**src/dmsd_consts.svh**
```systemverilog
// Constants for the data memory space decoder: boundaries, pin reset levels, bus cycle timing
`ifndef DMSD_CONSTS_SVH
`define DMSD_CONSTS_SVH

// Highest byte that can be reached by both direct and indirect addressing
`define DMSD_LOWER_TOP        8'h7f
// Last expanded RAM byte for the small and the large variant
`define DMSD_XRAM_TOP_SMALL   16'h01ff
`define DMSD_XRAM_TOP_LARGE   16'h02ff
// Reset levels of the multiplexed and the high address port
`define DMSD_AD_RESET         8'hff
`define DMSD_HIGH_RESET       8'hff
// Strobe low time of an external cycle, in clock cycles
`define DMSD_STROBE_CYCLES    2'h3

`endif

```
**src/dmsd_pkg.sv**
```systemverilog
// Types shared by the data memory space decoder and its pin synchroniser
package dmsd_pkg;

    // Addressing form of the access offered by the execution unit
    typedef enum logic [2:0] {
        DMSD_MODE_DIRECT,
        DMSD_MODE_INDIRECT,
        DMSD_MODE_XMOVE_RI,
        DMSD_MODE_XMOVE_SIXTEEN_BIT_DATA_POINTER,
        DMSD_MODE_STACK
    } dmsd_mode_t;

    // Where one access ends up
    typedef enum logic [2:0] {
        DMSD_TGT_NONE,
        DMSD_TGT_LOWER,
        DMSD_TGT_UPPER,
        DMSD_TGT_SPECIAL,
        DMSD_TGT_XRAM,
        DMSD_TGT_EXT
    } dmsd_tgt_t;

    // External cycle sequencer
    typedef enum logic [1:0] {
        DMSD_ST_IDLE,
        DMSD_ST_ADDR,
        DMSD_ST_STROBE,
        DMSD_ST_HOLD
    } dmsd_state_t;

    // Request from the execution unit
    typedef struct packed {
        logic        valid;
        dmsd_mode_t  mode;
        logic        write;
        logic [15:0] addr;
        logic [7:0]  wdata;
    } dmsd_req_t;

    // One-cycle selects towards the on-chip storage
    typedef struct packed {
        logic        lower_sel;
        logic        upper_sel;
        logic        special_sel;
        logic        xram_sel;
        logic        write;
        logic [15:0] addr;
        logic [7:0]  wdata;
    } dmsd_mem_t;

    // External bus pins
    typedef struct packed {
        logic [7:0] ad_out;
        logic       ad_oe_n;
        logic [7:0] high_out;
        logic       ale;
        logic       wr_n;
        logic       rd_n;
    } dmsd_pins_t;

    // Whole state of the decoder
    typedef struct packed {
        dmsd_state_t st;
        logic [1:0]  cnt;
        dmsd_req_t   req;
        dmsd_mem_t   mem;
        dmsd_pins_t  pins;
        logic        busy;
        logic        done;
        logic [7:0]  rdata;
    } dmsd_regs_t;

endpackage : dmsd_pkg

```
**src/dmsd_sync.sv**
```systemverilog
// Two-stage synchroniser for the multiplexed address/data port input
`timescale 1ns/1ps
module dmsd_sync
    import dmsd_pkg::*;
(
    input  wire logic       clock,
    input  wire logic       rst_n,
    input  wire logic [7:0] pin_in,
    output logic [7:0]      pin_sync
);
    typedef struct packed {
        logic [7:0] meta;
        logic [7:0] stable;
    } dmsd_sync_t;

    dmsd_sync_t q_ff;
    dmsd_sync_t nxt_q;

    // First stage feeds only the second stage; one process keeps a single writer of nxt_q
    always_comb begin
        nxt_q.meta   = pin_in;
        nxt_q.stable = q_ff.meta;
    end

    // Pins are pulled high when idle, so reset to ones
    always_ff @(posedge clock or negedge rst_n) begin
        if (!rst_n) begin
            q_ff <= {8'hff, 8'hff};
        end else begin
            q_ff <= nxt_q;
        end
    end

    assign pin_sync = q_ff.stable;

endmodule : dmsd_sync

```
**src/dmsd_decoder.sv**
```systemverilog
// Data memory space decoder: steers each access to on-chip storage or the external bus
`timescale 1ns/1ps
`include "dmsd_consts.svh"

module dmsd_decoder
    import dmsd_pkg::*;
#(
    parameter bit XRAM_LARGE = 1'b0
) (
    input  wire logic       clock,
    input  wire logic       rst_n,
    input  dmsd_req_t       req,
    input  wire logic       onchip_xram_disable,
    input  wire logic [7:0] p2_latch,
    input  wire logic [7:0] ad_in,
    output dmsd_mem_t       mem,
    output dmsd_pins_t      pins,
    output logic            busy,
    output logic            done,
    output logic [7:0]      rdata
);
    localparam logic [15:0] XRAM_TOP = XRAM_LARGE ? `DMSD_XRAM_TOP_LARGE : `DMSD_XRAM_TOP_SMALL;

    dmsd_regs_t q_ff;
    dmsd_regs_t nxt_q;
    logic [7:0] ad_sync;
    logic       accept;
    dmsd_tgt_t  tgt;

    // Target of one access; shared by the sequencer and its checks
    function automatic dmsd_tgt_t dmsd_decode(input dmsd_mode_t mode, input logic [15:0] addr,
                                              input logic dis);
        dmsd_tgt_t t;
        t = DMSD_TGT_NONE;
        unique case (mode)
            DMSD_MODE_DIRECT:     t = (addr[7:0] > `DMSD_LOWER_TOP) ? DMSD_TGT_SPECIAL : DMSD_TGT_LOWER;
            DMSD_MODE_INDIRECT,
            DMSD_MODE_STACK:      t = (addr[7:0] > `DMSD_LOWER_TOP) ? DMSD_TGT_UPPER : DMSD_TGT_LOWER;
            DMSD_MODE_XMOVE_RI:   t = dis ? DMSD_TGT_EXT : DMSD_TGT_XRAM;
            DMSD_MODE_XMOVE_SIXTEEN_BIT_DATA_POINTER: t = (!dis && addr <= XRAM_TOP) ? DMSD_TGT_XRAM : DMSD_TGT_EXT;
            default:              t = DMSD_TGT_NONE;
        endcase
        return t;
    endfunction : dmsd_decode

    dmsd_sync u_ad_sync (
        .clock    (clock),
        .rst_n    (rst_n),
        .pin_in   (ad_in),
        .pin_sync (ad_sync)
    );

    assign accept = req.valid && !q_ff.busy;
    // Disable bit read at the moment each access is taken
    assign tgt    = dmsd_decode(req.mode, req.addr, onchip_xram_disable);

    // Next state: pulses fall back each cycle, the sequencer walks the bus cycle
    always_comb begin
        nxt_q                 = q_ff;
        nxt_q.mem.lower_sel   = 1'b0;
        nxt_q.mem.upper_sel   = 1'b0;
        nxt_q.mem.special_sel = 1'b0;
        nxt_q.mem.xram_sel    = 1'b0;
        nxt_q.done            = 1'b0;
        unique case (q_ff.st)
            DMSD_ST_IDLE: begin
                nxt_q.pins.high_out = p2_latch;
                if (accept) begin
                    nxt_q.mem.write = req.write;
                    nxt_q.mem.addr  = req.addr;
                    nxt_q.mem.wdata = req.wdata;
                    nxt_q.req       = req;
                    // Separate selects keep the two 80H-FFH stores apart
                    unique case (tgt)
                        DMSD_TGT_LOWER:   nxt_q.mem.lower_sel   = 1'b1;
                        DMSD_TGT_UPPER:   nxt_q.mem.upper_sel   = 1'b1;
                        DMSD_TGT_SPECIAL: nxt_q.mem.special_sel = 1'b1;
                        DMSD_TGT_XRAM:    nxt_q.mem.xram_sel    = 1'b1;
                        DMSD_TGT_EXT:     ;
                        DMSD_TGT_NONE:    ;
                    endcase
                    if (tgt == DMSD_TGT_EXT) begin
                        // Address phase: low byte muxed on the bus port
                        nxt_q.st           = DMSD_ST_ADDR;
                        nxt_q.busy         = 1'b1;
                        nxt_q.pins.ale     = 1'b1;
                        nxt_q.pins.ad_out  = req.addr[7:0];
                        nxt_q.pins.ad_oe_n = 1'b0;
                        if (req.mode == DMSD_MODE_XMOVE_SIXTEEN_BIT_DATA_POINTER) begin
                            nxt_q.pins.high_out = req.addr[15:8];
                        end
                    end else begin
                        nxt_q.done = 1'b1;
                    end
                end
            end
            DMSD_ST_ADDR: begin
                nxt_q.st       = DMSD_ST_STROBE;
                nxt_q.pins.ale = 1'b0;
                nxt_q.cnt      = `DMSD_STROBE_CYCLES - 2'h1;
                if (q_ff.req.write) begin
                    nxt_q.pins.ad_out = q_ff.req.wdata;
                    nxt_q.pins.wr_n   = 1'b0;
                end else begin
                    // Release the port so the far side can drive read data
                    nxt_q.pins.ad_oe_n = 1'b1;
                    nxt_q.pins.rd_n    = 1'b0;
                end
            end
            DMSD_ST_STROBE: begin
                if (q_ff.cnt == 2'h0) begin
                    nxt_q.st        = DMSD_ST_HOLD;
                    nxt_q.pins.wr_n = 1'b1;
                    nxt_q.pins.rd_n = 1'b1;
                end else begin
                    nxt_q.cnt = q_ff.cnt - 2'h1;
                end
            end
            DMSD_ST_HOLD: begin
                // Synchronised port still shows the value seen under the strobe
                if (!q_ff.req.write) begin
                    nxt_q.rdata = ad_sync;
                end
                nxt_q.st            = DMSD_ST_IDLE;
                nxt_q.busy          = 1'b0;
                nxt_q.done          = 1'b1;
                nxt_q.pins.ad_oe_n  = 1'b1;
                nxt_q.pins.high_out = p2_latch;
            end
        endcase
    end

    // Bus idles with strobes high and the port released
    always_ff @(posedge clock or negedge rst_n) begin
        if (!rst_n) begin
            q_ff                <= '0;
            q_ff.st             <= DMSD_ST_IDLE;
            q_ff.pins.ad_out    <= `DMSD_AD_RESET;
            q_ff.pins.ad_oe_n   <= 1'b1;
            q_ff.pins.high_out  <= `DMSD_HIGH_RESET;
            q_ff.pins.wr_n      <= 1'b1;
            q_ff.pins.rd_n      <= 1'b1;
        end else begin
            q_ff <= nxt_q;
        end
    end

    assign mem   = q_ff.mem;
    assign pins  = q_ff.pins;
    assign busy  = q_ff.busy;
    assign done  = q_ff.done;
    assign rdata = q_ff.rdata;
endmodule : dmsd_decoder

```
**config.mk**
```make
export PLATFORM = sky130hd
export DESIGN_NAME = dmsd_decoder
export DESIGN_NICKNAME = d
export VERILOG_FILES = /design/src/dmsd_pkg.sv /design/src/dmsd_sync.sv /design/src/dmsd_decoder.sv
export VERILOG_INCLUDE_DIRS = /design/src
export SDC_FILE = /design/constraint.sdc
export NUM_CORES = 1
export LEC_CHECK = 0
export BUFFER_PORTS_ARGS = -buffer_cell sky130_fd_sc_hd__buf_2
export CORE_ASPECT_RATIO = 0.9
export CORE_MARGIN = 4
export CORE_UTILIZATION = 52
export DETAILED_ROUTE_END_ITERATION = 7
export GPL_TIMING_DRIVEN = 0
export PLACE_DENSITY = 0.91
export SYNTH_ARGS = -nofsm -noshare
export SYNTH_HDL_FRONTEND = slang
export SYNTH_HIERARCHICAL = 1
export SYNTH_SLANG_ARGS = --single-unit
```
**constraint.sdc**
```tcl
create_clock -name clock -period 2.2 [get_ports clock]
set_input_delay 0.33 -clock clock [delete_from_list [all_inputs] [get_ports clock]]
set_output_delay 0.33 -clock clock [all_outputs]
set_load 0.1 [all_outputs]
```
==> flow_summary.json <==
{
  "status": "finished clean",
  "yosysMostFrequentCell": "buf_4",
  "io_pins": 107,
  "clk_latency_ns": 0.34,
  "fin_crit_ns": 2.03,
  "dp_hpwl_um": 5800,
  "worst_pin_slew_ns": 0.724,
  "r2r-start": "q_ff[90]",
  "drcViolationCount": 0,
  "ys_top_cells_by_area": "dfrtp_1, dfstp_2, mux2_2",
  "cp.required_ns": 2.43,
  "clock_skew_ns": 0.00825,
  "track_usage_pct": 19.7,
  "antenna_found_initial": 0,
  "post_drt_wl_per_cell_um": 15.5,
  "post_dp_cell_area_mm2": 0.00432,
  "ys_seq_elements": 79,
  "grt_remaining_overflow": 0,
  "hold_path_end": "u_ad_sync/nxt_q[0]",
  "die_w_um": 96.3,
  "fin_cells": 495,
  "fin_crit_sh_pct": 92.2,
  "finalNetCount": 453,
  "yosysSeqAreaShare_pct": 55.3,
  "crit_type": "flip-flop to flip-flop",
  "die-area_mm2": 0.00843,
  "finalSetupViolations": 0,
  "r2r-end": "mem[12]",
  "synth.cell_area_mm2": 0.00365,
  "relSlewSlack_pct": 51.6,
  "routed_wl_um": 7680,
  "rsz0062_at_grt": "no",
  "synth_top_area_share_pct": 30.2,
  "yosys_warnings": 6,
  "hp-class": "input port to flip-flop",
  "coreArea_mm2": 0.00669,
  "cts-root-buf": "clkbuf_8",
  "io_buffer_count": 106,
  "viasPerCell": 4.97,
  "synth.net_count": 335,
  "drt_iter0_markers": 60,
  "timing.max_cap.violations": 0,
  "end_kind": "flip-flop",
  "cts_buffers": 9,
  "avgSynthCellArea_um2": 12.9,
  "min-delay-start": "ad_in[0]",
  "grt_pass1_vias": 2663,
  "worstPathMaxFanout": 10,
  "antennaDiodeCount": 0,
  "async_flop_share_pct": 100,
  "synth_cells": 282,
  "fmax_mhz": 493,
  "synth_top_flop_cell": "dfrtp_1",
  "r2r.worst_path.cells": 6,
  "tns_ns": 0,
  "critPathLaunchType": "flip-flop",
  "clock-sinks": 79,
  "vias": 2460,
  "post-place-cells": 479,
  "ys_types": 37,
  "rows": 28,
  "tritoncts": "done",
  "syn2layout_area_growth_pct": 24.2,
  "drive_gt1_share_pct": 66.4,
  "drtAntennaViolNets": 0,
  "grt_first_pass_wirelength_um": 12500,
  "finalHoldViolCount": 0,
  "path_clk_slew_ns": 0.09,
  "synth-edff-count": 0,
  "start_util_pct": 54.6,
  "hold_path_depth": 1,
  "fin_area_mm2": 0.00453,
  "grt_max_degree": 60,
  "finalWeightedCongestion": 0.814,
  "yosysTopAreaCell": "dfrtp_1",
  "synthTopCellsByCount": "buf_4, dfrtp_1, mux2_2, dfstp_2, nand2_1",
  "r2r_setup_slack_ns": 0.17,
  "dr.pass1.iters": 4,
  "cts.path.max_buffers": 2,
  "chipHeight_um": 87.5,
  "final_max_slew_viol_count": 0,
  "arrival_ns": 2.26,
  "htreeDepth": 3,
  "final_util_pct": 67.7
}
-- worst max-delay path by stage --
stage	startpoint	to	cells past startpoint
6_report	q_ff[90]	mem[12]	6
5_1_grt	q_ff[90]	mem[15]	6
4_1_cts	q_ff[90]	mem[12]	6
3_5_place_dp	q_ff[90]	mem[18]	7
3_3_place_gp	q_ff[90]	mem[1]	7
2_1_floorplan	busy	mem[0]	5
-- state kept, by name, indices dropped and copies added (netlist names) --
| name | count |
|---|---|
| mem | 29 |
| pins | 20 |
| rdata | 8 |
| u_ad_sync/nxt_q | 8 |
| u_ad_sync/pin_sync | 8 |
| q_ff | 4 |
| busy | 1 |
| done | 1 |
-- worst max-delay path: stages, from the launching register on --
cell	delay, ns
dfrtp_1	0.43
inv_1	0.12
ha_1	0.18
buf_6	0.15
and2_1	0.15
clkbuf_1	0.49
mux2_2	0.41
-- layout by cell type (no fill, tap or decap), types with 3 or more instances in the layout --
master / instances
buf_4: 58
o21ai_0: 11
nor2_1: 9
a21oi_1: 8
a22o_1: 9
dfrtp_1: 44
nand2_1: 14
ha_1: 5
clkbuf_1: 4
nor2b_1: 3
mux2i_1: 8
clkbuf_8: 9
clkinvlp_4: 3
mux2_2: 42
inv_1: 6
dfstp_2: 35
buf_2: 107
-- routing by layer --
metal  part of all wire, %  wire, µm  vias to the layer above  GRT usage [%]
li1                      -         -                     1147              -
met1                    39      3010                     1229           23.3
met2                    55      4210                       68           35.1
met3                   4.0       304                       16           3.63
met4                   2.0       157                        0           8.03
met5                     0         0                        -              0
-- logic make-up after synthesis --
group / synth area share (%)
AND/OR/NAND/NOR: 4.66
AO/OA/AOI/OAI: 9.39
flip-flops: 55.3
multiplexers: 15.1
adder cells (fa/ha/maj): 2.02
buffers and inverters: 13.4
-- area by class of cell --
cell class	instances	area (µm²)
fill	484	2160
timing repair buffer	108	571
tap	90	113
clock buffer	9	124
inverter	6	22.5
clock inverter	7	78.8
buffer	64	464
sequential	79	2020
multi-input combinational	132	1140
-- per-stage QoR --
stage	hold slack (ns)	setup slack, ns
detailed placement	0.236	-0.00512
global route	0.0491	0.0253
global placement	0.345	0.0605
floorplan	0.0344	0.0866
CTS	0.0594	0.146
finish	0.0747	0.171
-- timing repair --
item / CTS / global route
setup buffers: 0 / 0
resized for setup: 0 / 0
hold buffers: 1 / 0
endpoints found under the setup margin: 7 / 0
endpoints found under the hold margin: 12 / 0
Power is not shown: default switching activity piles up to over one toggle a cycle in this logic, so the estimate is an artifact.
